$ cat src/core/nco_pkg.sv
// constants, types and helpers for the oscillator control block
// Behaviour
// RL1: The oscillator runs while the enable bit (bit 7) is one and holds still while it is zero.
// RL2: Bit 5 of the control register reads back the live oscillator output level and cannot be written.
// RL3: The output is inverted when bit 4 is one and passed straight when it is zero.
// RL4: Bit 0 selects pulse frequency mode when one and fixed duty mode when zero.
// RL5: Bit 6 and bits 3 to 1 of the control register always read as zero.
// RL6: Each clock edge adds the 20-bit increment to the accumulator and the carry out is the overflow event.
// RL7: In fixed duty mode the output toggles on each overflow, giving a square wave at half the overflow rate.
// RL8: In pulse frequency mode the output goes active at the edge after an overflow for the selected number of periods.
// RL9: Every oscillator register, the control register included, is cleared to zero by reset.
// RL10: Writes to the status bit and to the unused control bits have no effect.
package nco_pkg;

    localparam int NCO_AW = 3;
    localparam int NCO_DW = 8;
    localparam int NCO_ACC_W = 20;
    localparam int NCO_PWS_W = 3;
    localparam int NCO_CNT_W = 7;

    // register map
    localparam logic [NCO_AW-1:0] NCO_ADDR_CON = 3'h0;
    localparam logic [NCO_AW-1:0] NCO_ADDR_INCL = 3'h1;
    localparam logic [NCO_AW-1:0] NCO_ADDR_INCH = 3'h2;
    localparam logic [NCO_AW-1:0] NCO_ADDR_INCU = 3'h3;
    localparam logic [NCO_AW-1:0] NCO_ADDR_PWS = 3'h4;
    localparam logic [NCO_AW-1:0] NCO_ADDR_ACCL = 3'h5;
    localparam logic [NCO_AW-1:0] NCO_ADDR_ACCH = 3'h6;
    localparam logic [NCO_AW-1:0] NCO_ADDR_ACCU = 3'h7;

    // control register fields
    localparam int NCO_BIT_EN = 7;
    localparam int NCO_BIT_OUT = 5;
    localparam int NCO_BIT_POL = 4;
    localparam int NCO_BIT_PFM = 0;
    localparam logic [NCO_DW-1:0] NCO_CON_RMASK = 8'hb1;
    localparam logic [NCO_DW-1:0] NCO_RST_BYTE = 8'h00;
    localparam int NCO_INCU_W = 4;

    typedef struct packed {
        logic osc_enable;
        logic output_invert;
        logic pulse_frequency_select;
    } nco_ctrl_t;

    localparam nco_ctrl_t NCO_CTRL_RST = '{1'b0, 1'b0, 1'b0};

    // control byte as software sees it; unused positions stay zero
    function automatic logic [NCO_DW-1:0] nco_con_byte(nco_ctrl_t c,
                                                       logic level);
        logic [NCO_DW-1:0] b;
        b = NCO_RST_BYTE;
        b[NCO_BIT_EN] = c.osc_enable;
        b[NCO_BIT_OUT] = level;
        b[NCO_BIT_POL] = c.output_invert;
        b[NCO_BIT_PFM] = c.pulse_frequency_select;
        return b;
    endfunction

    // writable part of a control byte
    function automatic nco_ctrl_t nco_con_decode(logic [NCO_DW-1:0] d);
        nco_ctrl_t c;
        c.osc_enable = d[NCO_BIT_EN];
        c.output_invert = d[NCO_BIT_POL];
        c.pulse_frequency_select = d[NCO_BIT_PFM];
        return c;
    endfunction

endpackage

$ cat src/core/nco_pulse.sv
// output shaping stage: toggle or stretched pulse per overflow
`timescale 1ns/1ns
module nco_pulse #(
    parameter int PWS_W = nco_pkg::NCO_PWS_W,
    parameter int CNT_W = nco_pkg::NCO_CNT_W
) (
    // clock and reset
    input wire logic clk_sys,
    input wire logic rst_n,
    // settings
    input wire nco_pkg::nco_ctrl_t ctrl,
    input wire logic [PWS_W-1:0] pulse_width_sel,
    // overflow event
    input wire logic accumulator_carry,
    // shaped level before polarity
    output logic raw_level
);
    import nco_pkg::*;

    logic raw_level_ff;
    logic nxt_raw_level;
    logic [CNT_W-1:0] cnt_ff;
    logic [CNT_W-1:0] nxt_cnt;
    logic [CNT_W-1:0] width_m1;
    logic cnt_zero;

    // width is 2**sel periods; the count holds periods left after this one
    assign width_m1 = CNT_W'((1 << pulse_width_sel) - 1);
    assign cnt_zero = (cnt_ff == '0);

    always_comb begin
        nxt_raw_level = raw_level_ff;
        nxt_cnt = cnt_ff;
        if (!ctrl.osc_enable) begin
            // a stopped oscillator parks its output inactive
            nxt_raw_level = 1'b0;
            nxt_cnt = '0;
        end else if (!ctrl.pulse_frequency_select) begin
            nxt_cnt = '0;
            if (accumulator_carry) begin
                nxt_raw_level = ~raw_level_ff; // see RL7
            end
        end else if (accumulator_carry) begin
            // a new overflow restarts the pulse, so a long width never drops
            nxt_raw_level = 1'b1; // see RL8
            nxt_cnt = width_m1;
        end else if (!cnt_zero) begin
            nxt_cnt = cnt_ff - CNT_W'(1);
        end else begin
            nxt_raw_level = 1'b0; // see RL8
        end
    end

    always_ff @(posedge clk_sys or negedge rst_n) begin
        if (!rst_n) begin
            raw_level_ff <= 1'b0;
            cnt_ff <= '0;
        end else begin
            raw_level_ff <= nxt_raw_level;
            cnt_ff <= nxt_cnt;
        end
    end

    assign raw_level = raw_level_ff;

    a_fdc_toggle: assert property (@(posedge clk_sys) disable iff (!rst_n)
        ctrl.osc_enable && !ctrl.pulse_frequency_select && accumulator_carry
        |=> raw_level_ff != $past(raw_level_ff)) // see RL7
        else $error("fixed duty output did not toggle on overflow");

    a_pulse_start: assert property (@(posedge clk_sys) disable iff (!rst_n)
        ctrl.osc_enable && ctrl.pulse_frequency_select && accumulator_carry
        |=> raw_level_ff) // see RL8
        else $error("pulse did not start after overflow");

    a_pulse_width1: assert property (@(posedge clk_sys) disable iff (!rst_n)
        ctrl.osc_enable && ctrl.pulse_frequency_select && accumulator_carry
        && pulse_width_sel == '0 ##1 ctrl.osc_enable && !accumulator_carry
        |=> !raw_level_ff) // see RL8
        else $error("single period pulse too long");

endmodule // nco_pulse

$ cat src/core/nco_core.sv
// oscillator control register, accumulator and output stage
//
// Our own choices: the placing of the registers and the strobed register port.
`timescale 1ns/1ns
module nco_core #(
    parameter int ACC_W = nco_pkg::NCO_ACC_W,
    parameter int PWS_W = nco_pkg::NCO_PWS_W
) (
    // clock and reset
    input wire logic clk_sys,
    input wire logic arst_n,
    // register port
    input wire logic [nco_pkg::NCO_AW-1:0] reg_addr,
    input wire logic [nco_pkg::NCO_DW-1:0] reg_wdata,
    input wire logic reg_wr,
    input wire logic reg_rd,
    output logic [nco_pkg::NCO_DW-1:0] reg_rdata,
    // oscillator outputs
    output logic nco_out,
    output logic accumulator_carry
);
    import nco_pkg::*;

    // reset release synchroniser
    logic rst_meta_ff;
    logic rst_sync_ff;
    logic rst_n;

    always_ff @(posedge clk_sys or negedge arst_n) begin
        if (!arst_n) begin
            rst_meta_ff <= 1'b0;
            rst_sync_ff <= 1'b0;
        end else begin
            rst_meta_ff <= 1'b1;
            rst_sync_ff <= rst_meta_ff;
        end
    end

    assign rst_n = rst_sync_ff;

    // register state
    nco_ctrl_t ctrl_ff;
    nco_ctrl_t nxt_ctrl;
    logic [NCO_DW-1:0] incl_ff;
    logic [NCO_DW-1:0] inch_ff;
    logic [NCO_INCU_W-1:0] incu_ff;
    logic [PWS_W-1:0] pws_ff;
    logic [ACC_W-1:0] inc_buf_ff;
    logic [ACC_W-1:0] nxt_inc_buf;
    logic inc_load_ff;
    logic [ACC_W-1:0] acc_ff;
    logic [ACC_W-1:0] nxt_acc;
    logic carry_ff;
    logic out_ff;
    logic nxt_out;
    logic [NCO_DW-1:0] rdata_ff;
    logic [NCO_DW-1:0] nxt_rdata;

    // decode
    logic wr_con;
    logic wr_incl;
    logic wr_inch;
    logic wr_incu;
    logic wr_pws;
    logic [ACC_W-1:0] inc_staged;
    logic [ACC_W:0] sum;
    logic carry;
    logic raw_level;

    assign wr_con = reg_wr && (reg_addr == NCO_ADDR_CON);
    assign wr_incl = reg_wr && (reg_addr == NCO_ADDR_INCL);
    assign wr_inch = reg_wr && (reg_addr == NCO_ADDR_INCH);
    assign wr_incu = reg_wr && (reg_addr == NCO_ADDR_INCU);
    assign wr_pws = reg_wr && (reg_addr == NCO_ADDR_PWS);

    // only enable, polarity and mode are stored; other bits are dropped
    assign nxt_ctrl = wr_con ? nco_con_decode(reg_wdata) : ctrl_ff; // see RL10

    always_ff @(posedge clk_sys or negedge rst_n) begin
        if (!rst_n) begin
            ctrl_ff <= NCO_CTRL_RST; // see RL9
        end else begin
            ctrl_ff <= nxt_ctrl; // see RL1
        end
    end

    // increment staging; the low byte write arms the buffer load
    always_ff @(posedge clk_sys or negedge rst_n) begin
        if (!rst_n) begin
            incl_ff <= NCO_RST_BYTE;
            inch_ff <= NCO_RST_BYTE;
            incu_ff <= '0;
            pws_ff <= '0;
        end else begin
            if (wr_incl) incl_ff <= reg_wdata;
            if (wr_inch) inch_ff <= reg_wdata;
            if (wr_incu) incu_ff <= reg_wdata[NCO_INCU_W-1:0];
            if (wr_pws) pws_ff <= reg_wdata[PWS_W-1:0];
        end
    end

    assign inc_staged = {incu_ff, inch_ff, incl_ff};

    // running: load on the second edge after the low byte write, so the
    // adder never sees half an update; stopped: load right away
    assign nxt_inc_buf = (inc_load_ff && ctrl_ff.osc_enable) ? inc_staged :
                         (!ctrl_ff.osc_enable) ? inc_staged : inc_buf_ff;

    always_ff @(posedge clk_sys or negedge rst_n) begin
        if (!rst_n) begin
            inc_buf_ff <= '0;
            inc_load_ff <= 1'b0;
        end else begin
            inc_buf_ff <= nxt_inc_buf;
            inc_load_ff <= wr_incl && ctrl_ff.osc_enable;
        end
    end

    // accumulator; holds its value while stopped
    assign sum = {1'b0, acc_ff} + {1'b0, inc_buf_ff}; // see RL6
    assign carry = ctrl_ff.osc_enable && sum[ACC_W]; // see RL6
    assign nxt_acc = ctrl_ff.osc_enable ? sum[ACC_W-1:0] : acc_ff; // see RL1

    always_ff @(posedge clk_sys or negedge rst_n) begin
        if (!rst_n) begin
            acc_ff <= '0; // see RL9
            carry_ff <= 1'b0;
        end else begin
            acc_ff <= nxt_acc;
            carry_ff <= carry;
        end
    end

    nco_pulse #(
        .PWS_W(PWS_W),
        .CNT_W(NCO_CNT_W)
    ) u_pulse (
        .clk_sys(clk_sys),
        .rst_n(rst_n),
        .ctrl(ctrl_ff),
        .pulse_width_sel(pws_ff),
        .accumulator_carry(carry), // see RL4
        .raw_level(raw_level)
    );

    // polarity is the last stage, so the status bit shows the pin level
    assign nxt_out = raw_level ^ ctrl_ff.output_invert; // see RL3

    always_ff @(posedge clk_sys or negedge rst_n) begin
        if (!rst_n) begin
            out_ff <= 1'b0;
        end else begin
            out_ff <= nxt_out;
        end
    end

    // read data
    function automatic logic [NCO_DW-1:0] reg_read(
        logic [NCO_AW-1:0] a,
        nco_ctrl_t c,
        logic level,
        logic [ACC_W-1:0] inc,
        logic [PWS_W-1:0] pws,
        logic [ACC_W-1:0] acc
    );
        logic [NCO_DW-1:0] d;
        d = NCO_RST_BYTE;
        unique case (a)
            NCO_ADDR_CON: d = nco_con_byte(c, level); // see RL2
            NCO_ADDR_INCL: d = inc[NCO_DW-1:0];
            NCO_ADDR_INCH: d = inc[2*NCO_DW-1:NCO_DW];
            NCO_ADDR_INCU: d = NCO_DW'(inc[ACC_W-1:2*NCO_DW]);
            NCO_ADDR_PWS: d = NCO_DW'(pws);
            NCO_ADDR_ACCL: d = acc[NCO_DW-1:0];
            NCO_ADDR_ACCH: d = acc[2*NCO_DW-1:NCO_DW];
            NCO_ADDR_ACCU: d = NCO_DW'(acc[ACC_W-1:2*NCO_DW]);
        endcase
        return d;
    endfunction

    // data stand one cycle after the strobe and read zero otherwise
    assign nxt_rdata = reg_rd ? reg_read(reg_addr, ctrl_ff, out_ff,
                                         inc_staged, pws_ff, acc_ff)
                              : NCO_RST_BYTE; // see RL5

    always_ff @(posedge clk_sys or negedge rst_n) begin
        if (!rst_n) begin
            rdata_ff <= NCO_RST_BYTE;
        end else begin
            rdata_ff <= nxt_rdata;
        end
    end

    assign reg_rdata = rdata_ff;
    assign nco_out = out_ff;
    assign accumulator_carry = carry_ff;

    // checks
    a_stop_holds: assert property (@(posedge clk_sys) disable iff (!rst_n)
        !ctrl_ff.osc_enable |=> acc_ff == $past(acc_ff)) // see RL1
        else $error("accumulator moved while stopped");

    a_status_level: assert property (@(posedge clk_sys) disable iff (!rst_n)
        reg_rd && reg_addr == NCO_ADDR_CON
        |=> reg_rdata[NCO_BIT_OUT] == $past(out_ff)) // see RL2
        else $error("status bit differs from output level");

    a_polarity_out: assert property (@(posedge clk_sys) disable iff (!rst_n)
        ##1 out_ff == ($past(raw_level) ^ $past(ctrl_ff.output_invert)))
        // see RL3
        else $error("output polarity wrong");

    a_mode_select: assert property (@(posedge clk_sys) disable iff (!rst_n)
        ctrl_ff.osc_enable && ctrl_ff.pulse_frequency_select && carry
        |=> raw_level ##1 out_ff != $past(ctrl_ff.output_invert)) // see RL4
        else $error("pulse mode did not drive active level");

    a_unused_zero: assert property (@(posedge clk_sys) disable iff (!rst_n)
        reg_rd && reg_addr == NCO_ADDR_CON
        |=> (reg_rdata & ~NCO_CON_RMASK) == NCO_RST_BYTE) // see RL5
        else $error("unused control bits read nonzero");

    a_acc_add: assert property (@(posedge clk_sys) disable iff (!rst_n)
        ctrl_ff.osc_enable
        |=> acc_ff == ACC_W'($past(acc_ff) + $past(inc_buf_ff))) // see RL6
        else $error("accumulator did not add increment");

    a_carry_pulse: assert property (@(posedge clk_sys) disable iff (!rst_n)
        ctrl_ff.osc_enable && acc_ff > ACC_W'(~inc_buf_ff)
        |=> accumulator_carry) // see RL6
        else $error("overflow not flagged");

    a_reset_clear: assert property (@(posedge clk_sys)
        !rst_n |-> acc_ff == '0 && ctrl_ff == NCO_CTRL_RST
        && out_ff == 1'b0 && rdata_ff == NCO_RST_BYTE) // see RL9
        else $error("register not cleared by reset");

    a_write_mask: assert property (@(posedge clk_sys) disable iff (!rst_n)
        wr_con ##1 reg_rd && reg_addr == NCO_ADDR_CON
        |=> reg_rdata[NCO_BIT_EN] == $past(reg_wdata[NCO_BIT_EN], 2)
        && reg_rdata[NCO_BIT_OUT] == $past(out_ff)
        && (reg_rdata & ~NCO_CON_RMASK) == NCO_RST_BYTE) // see RL10
        else $error("write reached a read-only control bit");

    c_fdc_toggle: cover property (@(posedge clk_sys) disable iff (!rst_n)
        ctrl_ff.osc_enable && !ctrl_ff.pulse_frequency_select && carry);

    c_long_pulse: cover property (@(posedge clk_sys) disable iff (!rst_n)
        ctrl_ff.pulse_frequency_select && carry && pws_ff != '0
        ##1 raw_level [*3]);

    c_live_reload: cover property (@(posedge clk_sys) disable iff (!rst_n)
        ctrl_ff.osc_enable && wr_incl ##2 inc_buf_ff == inc_staged);

    c_invert_read: cover property (@(posedge clk_sys) disable iff (!rst_n)
        ctrl_ff.output_invert && reg_rd && reg_addr == NCO_ADDR_CON);

endmodule // nco_core

$ cat config.mk
export PLATFORM = sky130hd
export DESIGN_NAME = nco_core
export DESIGN_NICKNAME = d
export VERILOG_FILES = /design/src/core/nco_pkg.sv /design/src/core/nco_pulse.sv /design/src/core/nco_core.sv
export SDC_FILE = /design/constraint.sdc
export NUM_CORES = 1
export LEC_CHECK = 0
export BUFFER_PORTS_ARGS = -buffer_cell sky130_fd_sc_hd__buf_2
export CAP_MARGIN = 5
export CORE_MARGIN = 1.5
export CORE_UTILIZATION = 55
export DETAILED_ROUTE_END_ITERATION = 12
export PLACE_DENSITY_LB_ADDON = 0.1
export SLEW_MARGIN = 5
export SYNTH_ARGS = -nofsm -noshare
export SYNTH_HDL_FRONTEND = slang
export SYNTH_SLANG_ARGS = --single-unit
$ cat constraint.sdc
create_clock -name clk_sys -period 3.3 [get_ports clk_sys]
set_input_delay 0.66 -clock clk_sys [delete_from_list [all_inputs] [get_ports clk_sys]]
set_output_delay 0.66 -clock clk_sys [all_outputs]
set_load 0.01 [all_outputs]
==> results.sh, run 1 <==
export IMPL_crit_path_start_kind="register"
export IMPL_worstPathCellList="ha_1 > fa_1 > a21o_1 > a311o_1 > a21oi_4 > a21oi_4 > a41oi_4 > o21ai_0 > o2111a_1"
export IMPL_drc=0
export IMPL_worstRegToRegCells=9
export IMPL_grtUsageMet1_pct=34.5
export IMPL_status="finished clean"
export IMPL_die_x_um=96.9
export IMPL_synthToLayoutAreaGrowth_pct=7.79
export IMPL_placed_area_sq_um=5020
export IMPL_insertion_delay_ns=0.36
export IMPL_cp_required_ns=3.56
export IMPL_initialDrtViolationCount=160
export IMPL_synth_edf_count=0
export IMPL_synth_top_area_share_pct=44.9
export IMPL_finish_instance_area_sq_um=5230
export IMPL_final_nets=496
export IMPL_ys_warnings_count=0
export IMPL_synth_area_leaders="dfrtp_1 45%, mux2_2 14%, ha_1 5.9%, a21oi_1 3.0%, nand2_1 2.4%"
export IMPL_switchingPower_w=0.00223
export IMPL_grt_pass1_vias=3381
export IMPL_wl_per_cell_um=18.8
export IMPL_r2r_start="acc_ff[0]$_DFFE_PN0P_"
export IMPL_htree_levels=3
export IMPL_cts_repair_resized=0
export IMPL_syn_nets=484
export IMPL_grt_max_degree=86
export IMPL_crit_fanout=15
export IMPL_fin_worst_skew_ns=0.0133
export IMPL_cp_slowest_cell="a41oi_4"
export IMPL_yosysTopAreaCell="dfrtp_1"
export IMPL_cts_sinks=87
export IMPL_grt_overflow=0
export IMPL_worstMarginPinSlew_ns=1.10
export IMPL_via_per_inst=6.08
export IMPL_clock_power_share_pct=14.6
export IMPL_die_h_um=96.9
export IMPL_io_buffers=24
export IMPL_hold_viol_final=0
export IMPL_final_util_pct=60.5
export IMPL_power_frac_comb_pct=52.6
export IMPL_fmax_mhz=348
export IMPL_crit_path_frequent_cell="a21oi_4"
export IMPL_drv_cap=0
export IMPL_cts_hold_buf=0
export IMPL_crit_arrival_ns=3.13
export IMPL_synthCells=445
export IMPL_synthArstFlopShare_pct=100
export IMPL_finalCriticalPeriod_ns=2.87
export IMPL_numCtsBuffers=9
export IMPL_period_share_pct=87.1
export IMPL_ys_flop_type="dfrtp_1"
export IMPL_place_congestion=0.832
export IMPL_rr_endpoint="u_pulse.cnt_ff[4]$_DFFE_PN0P_"
export IMPL_drive_above_1_share_pct=24.7
export IMPL_clk_path_buf_depth=2
export IMPL_power_density_nw_per_um2=1030
export IMPL_io_pins=25
export IMPL_rsz0062_at_grt="no"
export IMPL_busiest_layer="met2"
export IMPL_irDropWorstVdd_v=0.000434
export IMPL_antenna_cells=0
export IMPL_dr_total_vias=3465
export IMPL_synth_cell_types=54
export IMPL_sequentialPowerShare_pct=32.9
export IMPL_hpwl_um=7480
export IMPL_syn_area_sq_um=4850
export IMPL_antenna_left=0
export IMPL_r2r_slack_ns=0.43
export IMPL_avgSynthCellArea_sq_um=10.9
export IMPL_p_leak_nw=2.32
export IMPL_cts_tree="built"
export IMPL_tns_ns=0
export IMPL_setup_viol=0
export IMPL_slowest_delay_ns=0.43
export IMPL_wirelength_um=10700
export IMPL_num_rows=34
export IMPL_p_int_w=0.00316
export IMPL_cp_num_buf_inv=0
export IMPL_grt_pass1_wl_um=17600
export IMPL_swShare_pct=41.4
export IMPL_cts_setup_buffers=0
export IMPL_synth_seq_cells=87
export IMPL_yosysSeqAreaShare_pct=44.9
export IMPL_relSlewSlack_pct=26.6
export IMPL_clk_pin_slew_ns=0.09
export IMPL_cp_top_family="compound AO/OA/AOI/OAI gates"
export IMPL_die_area_sq_um=9390
export IMPL_antenna_found_initial=0
export IMPL_initial_core_util_pct=56.2
export IMPL_hold_ws_ns=0.0595
export IMPL_track_usage_pct=23.9
export IMPL_min_path_type="in -> async"
export IMPL_cts_root_buf="clkbuf_8"
export IMPL_maxSlewViolCount=0
export IMPL_path_class="reg -> reg"
export IMPL_core_sq_um=8640
export IMPL_grt_util_met2_pct=37.1
export IMPL_grt_use_met3_pct=3.76
export IMPL_crit_path_end_kind="register"
export IMPL_firstDrtPassIters=4
## power by group through the flow
| stage | logic, W | registers [W] | clock network, W |
|---|---|---|---|
| after detailed placement | 0.00280 | 0.00179 | 0 |
| after CTS | 0.00282 | 0.00177 | 0.000797 |
| after floorplan | 0.00237 | 0.00167 | 0 |
| after global placement | 0.00275 | 0.00178 | 0 |
| after global routing | 0.00315 | 0.00183 | 0.000841 |
| final | 0.00283 | 0.00177 | 0.000784 |
## worst reg2reg max path: cells and delay by family, from the launching register on
kind | cells | cell delay, ns
AO/OA/AOI/OAI | 7 | 1.75
adder cells (fa/ha/maj) | 2 | 0.63
flip-flops | 1 | 0.41
## cell families after synthesis
family                   Yosys count  synth area share, %
buffers and inverters             37                 3.25
AND/OR/NAND/NOR                  102                 10.4
adder cells (fa/ha/maj)           24                 6.35
multiplexers                      68                 16.3
other                              1               0.0773
XOR/XNOR                          19                 3.43
AO/OA/AOI/OAI                    107                 15.3
flip-flops                        87                 44.9
## worst max path at each step
stage	end	from	slack [ns]	depth (start not counted)
after floorplan	acc_ff[0]$_DFFE_PN0P_	rst_n$_DFF_PN0_	0.70	0
after global placement	u_pulse.cnt_ff[4]$_DFFE_PN0P_	acc_ff[0]$_DFFE_PN0P_	0.56	9
after detailed placement	u_pulse.cnt_ff[4]$_DFFE_PN0P_	acc_ff[0]$_DFFE_PN0P_	0.46	9
after CTS	u_pulse.cnt_ff[4]$_DFFE_PN0P_	acc_ff[0]$_DFFE_PN0P_	0.45	9
after global routing	u_pulse.cnt_ff[4]$_DFFE_PN0P_	acc_ff[0]$_DFFE_PN0P_	0.29	9
final	u_pulse.cnt_ff[4]$_DFFE_PN0P_	acc_ff[0]$_DFFE_PN0P_	0.43	9
## synth_stat cells (5+ instances only)
| cell type | number |
|---|---|
| xor2_1 | 7 |
| dfrtp_1 | 87 |
| a221oi_1 | 5 |
| o21a_1 | 5 |
| a21o_1 | 9 |
| clkbuf_1 | 22 |
| mux2i_1 | 6 |
| a211oi_1 | 6 |
| mux2_2 | 59 |
| a21oi_1 | 29 |
| nand2_1 | 31 |
| o21ai_0 | 20 |
| nor3_1 | 7 |
| nor2b_1 | 8 |
| ha_1 | 23 |
| inv_1 | 10 |
| a22oi_1 | 7 |
| nand3_1 | 5 |
| xnor2_1 | 12 |
| nor2_1 | 26 |
## routing by layer
metal  wire, um  up-vias
met2       4930       56
met5          0        -
met1       5340     1732
met3        235       21
met4        211        0
li1           -     1656
## sequential cells by signal (all words and copies together), names as in the netlist
name,count
incu_ff,4
inc_load_ff,1
ctrl_ff,3
u_pulse.cnt_ff,7
reg_rdata,8
acc_ff,20
u_pulse.raw_level,1
incl_ff,8
rst_meta_ff,1
accumulator_carry,1
rst_n,1
inch_ff,8
pws_ff,3
nco_out,1
inc_buf_ff,20
## final cells by class
cell class	instances	area, sq um
Fill cell	749	3410
Multi-Input combinational cell	321	2520
Sequential cell	87	2180
Timing Repair Buffer	28	150
Clock buffer	11	141
Tap cell	108	135
Clock inverter	5	65.1
Inverter	10	37.5
## placed cells by master, fill, tap and decap left out, types with 8 or more instances in the layout
cell	n
nand2_1	31
a21oi_1	29
nor2b_1	8
ha_1	23
inv_1	10
xnor2_1	12
nor2_1	25
a21o_1	9
o21ai_0	20
buf_2	24
mux2_2	59
clkbuf_8	10
dfrtp_1	86
## metrics by stage
step	setup slack (ns)	power (W)	std cells
finish	0.425	0.00539	570
floorplan	0.697	0.00404	445
global placement	0.561	0.00453	554
detailed placement	0.464	0.00459	554
CTS	0.449	0.00539	570
global route	0.285	0.00582	570
(Power assumes the default switching activity.)
==> inputs of run 2 (changes only) <==
ABC_AREA = 1   (was default)
CORE_UTILIZATION = 40   (was 55)
CTS_CLUSTER_SIZE = 20   (was default)
==> run 2 against run 1 <==
Compared with the run above: clock power grew 42%; first-iteration DRC count grew 59%; synthesized cell count grew 37%; register-to-register slack gained 0.78 ns; final cell count grew 42%; via count grew 19%; sequential share of layout area shrank 3.0 points; flip-flop and latch count is the same.
==> results.sh, run 2 <==
export IMPL_layout_common_cells="166 x nand2_1, 86 x dfrtp_1, 60 x inv_1"
export IMPL_top_regs="acc_ff x20, inc_buf_ff x20"
export IMPL_num_fill_cells=1267
export IMPL_track_usage_pct=22.0
export IMPL_hold_viol_final=0
export IMPL_die_h_um=115
export IMPL_core_sq_um=12100
export IMPL_insertion_delay_ns=0.35
export IMPL_worstMarginPinSlew_ns=0.950
export IMPL_drv_cap=0
export IMPL_antenna_cells=0
export IMPL_ys_warnings_count=0
export IMPL_synthToLayoutAreaGrowth_pct=12.7
export IMPL_status="finished clean"
export IMPL_grt_pass1_wl_um=21800
export IMPL_grt_overflow=0
export IMPL_io_pins=25
export IMPL_wl_per_cell_um=16.4
export IMPL_p_leak_nw=2.83
export IMPL_htree_levels=3
export IMPL_clk_pin_slew_ns=0.07
export IMPL_drive_above_1_share_pct=14.9
export IMPL_slowest_delay_ns=0.46
export IMPL_synth_top_area_share_pct=43.6
export IMPL_synth_cell_types=45
export IMPL_place_congestion=0.890
export IMPL_cp_required_ns=3.54
export IMPL_maxSlewViolCount=0
export IMPL_fin_worst_skew_ns=0.00804
export IMPL_io_buffers=24
export IMPL_synthArstFlopShare_pct=100
export IMPL_initialDrtViolationCount=254
export IMPL_yosysTopAreaCell="dfrtp_1"
export IMPL_firstDrtPassIters=4
export IMPL_die_area_sq_um=13200
export IMPL_tns_ns=0
export IMPL_cts_sinks=87
export IMPL_numCtsBuffers=9
export IMPL_antenna_found_initial=0
export IMPL_cts_setup_buffers=0
export IMPL_path_class="reg -> reg"
export IMPL_avgSynthCellArea_sq_um=8.21
export IMPL_rsz0062_at_grt="no"
export IMPL_clk_path_buf_depth=2
export IMPL_drc=0
export IMPL_min_path_type="in -> async"
export IMPL_synth_most_common_cell="nand2_1"
export IMPL_wirelength_um=13300
export IMPL_worstPathCellList="ha_1 > fa_1 > nand3_1 > nand2_1 > nand2_2 > nand3_4 > nand2_4 > clkinv_4 > nor2_1 > nor2_2"
export IMPL_hpwl_um=10300
export IMPL_synth_edf_count=0
export IMPL_placed_area_sq_um=5310
export IMPL_cts_root_buf="clkbuf_16"
export IMPL_syn_area_sq_um=5000
export IMPL_yosysSeqAreaShare_pct=43.6
export IMPL_die_x_um=115
export IMPL_num_rows=40
export IMPL_initial_core_util_pct=41.3
export IMPL_synthCells=609
export IMPL_irDropWorstVdd_v=0.000458
export IMPL_period_share_pct=63.3
export IMPL_grt_pass1_vias=4095
export IMPL_relSlewSlack_pct=36.7
export IMPL_syn_nets=648
export IMPL_cts_hold_buf=0
export IMPL_cp_slowest_cell="fa_1"
export IMPL_finish_instance_area_sq_um=5630
export IMPL_cts_repair_resized=0
export IMPL_synth_area_leaders="dfrtp_1 44%, nand2_1 12%, ha_1 5.8%, o21ai_0 4.6%, inv_1 4.5%"
export IMPL_grt_max_degree=66
export IMPL_crit_fanout=8
export IMPL_final_nets=677
export IMPL_dr_total_vias=4137
export IMPL_power_density_nw_per_um2=858
export IMPL_finalCriticalPeriod_ns=2.09
export IMPL_crit_arrival_ns=2.33
export IMPL_ys_flop_type="dfrtp_1"
export IMPL_crit_path_start_kind="register"
export IMPL_synth_seq_cells=87
export IMPL_setup_viol=0
export IMPL_cts_tree="built"
export IMPL_layout_commonest_cell="nand2_1"
export IMPL_synth_common_cells="166 x nand2_1, 87 x dfrtp_1, 60 x inv_1"
export IMPL_crit_path_end_kind="register"
export IMPL_antenna_left=0
export IMPL_fmax_mhz=478
export IMPL_via_per_inst=5.10
[run 2: cell types whose count changed in the layout (fill, tap and decap cells not counted), moves of 8 or more]
cell / before / now
nand2_1: 31 / 166
inv_1: 10 / 60
mux2_2: 59 / 20
nand3_1: 5 / 34
o21ai_0: 20 / 46
nor2_1: 25 / 39
clkbuf_8: 10 / 0
a21o_1: 9 / 0
clkbuf_16: 0 / 9
nand2_2: 0 / 9
o21ai_1: 0 / 9
nor2b_1: 8 / 0
[run 2: worst paths after layout]
kind,slack (ns),startpoint,depth (start not counted),end
worst max-delay path,1.21,acc_ff[0]$_DFFE_PN0P_,10,u_pulse.cnt_ff[2]$_DFFE_PN0P_
worst min-delay path,0.08,arst_n,1,rst_n$_DFF_PN0_
worst max register to register,1.21,acc_ff[0]$_DFFE_PN0P_,10,u_pulse.cnt_ff[2]$_DFFE_PN0P_
worst min register to register,0.36,rst_meta_ff$_DFF_PN0_,0,rst_n$_DFF_PN0_
max in group asynchronous,2.10,rst_n$_DFF_PN0_,1,inch_ff[6]$_DFFE_PN0P_
min in group clk_sys,0.36,rst_meta_ff$_DFF_PN0_,0,rst_n$_DFF_PN0_
[run 2: final cells by class]
type | instances | area (sq um) | share of cell area [%]
multi-input combinational | 447 | 2520 | 44.8
sequential | 87 | 2180 | 38.7
inverter | 65 | 249 | 4.42
clock buffer | 10 | 229 | 4.06
tap | 168 | 210 | 3.73
timing repair buffer | 28 | 150 | 2.67
clock inverter | 6 | 92.6 | 1.64
[run 2: power by group]
| group | internal [W] | leakage (nW) | switching (W) |
|---|---|---|---|
| sequential | 0.00136 | 1.11 | 0.000286 |
| clock | 0.000667 | 0.149 | 0.000445 |
| combinational | 0.000795 | 1.57 | 0.00128 |
[run 2: cell families after synthesis]
group / after synthesis / share of synthesized area (%)
compound gates: 105 / 11.9
xor+xnor: 12 / 2.10
fa+ha+maj: 24 / 6.16
buf+inv: 75 / 6.01
flops: 87 / 43.6
mux: 20 / 4.51
other cells: 1 / 0.0750
simple gates: 285 / 25.7
[run 2: per-stage QoR]
step	utilization [%]	worst slack, ns	std cells	total power [W]	hold WS [ns]
floorplan	-	0.697	609	0.00314	0.331
global placement	43.9	1.26	795	0.00371	0.341
detailed placement	43.9	1.21	795	0.00372	0.350
CTS	46.5	1.19	811	0.00486	0.0720
global route	46.5	1.00	811	0.00522	0.0705
finish	46.5	1.21	811	0.00483	0.0783
[run 2: metal layers]
metal	vias up	track usage, %	routed length [um]
met4	0	11.0	471
li1	2083	-	-
met5	-	0	0
met1	1950	30.9	6420
met3	28	3.11	450
met2	76	33.6	5960
[run 2: worst max-delay path, delay by kind of cell (launching register included)]
family        cells  cell delay (ns)
simple gates      7             0.81
fa+ha+maj         2             0.70
buf+inv           1             0.08
flops             1             0.40
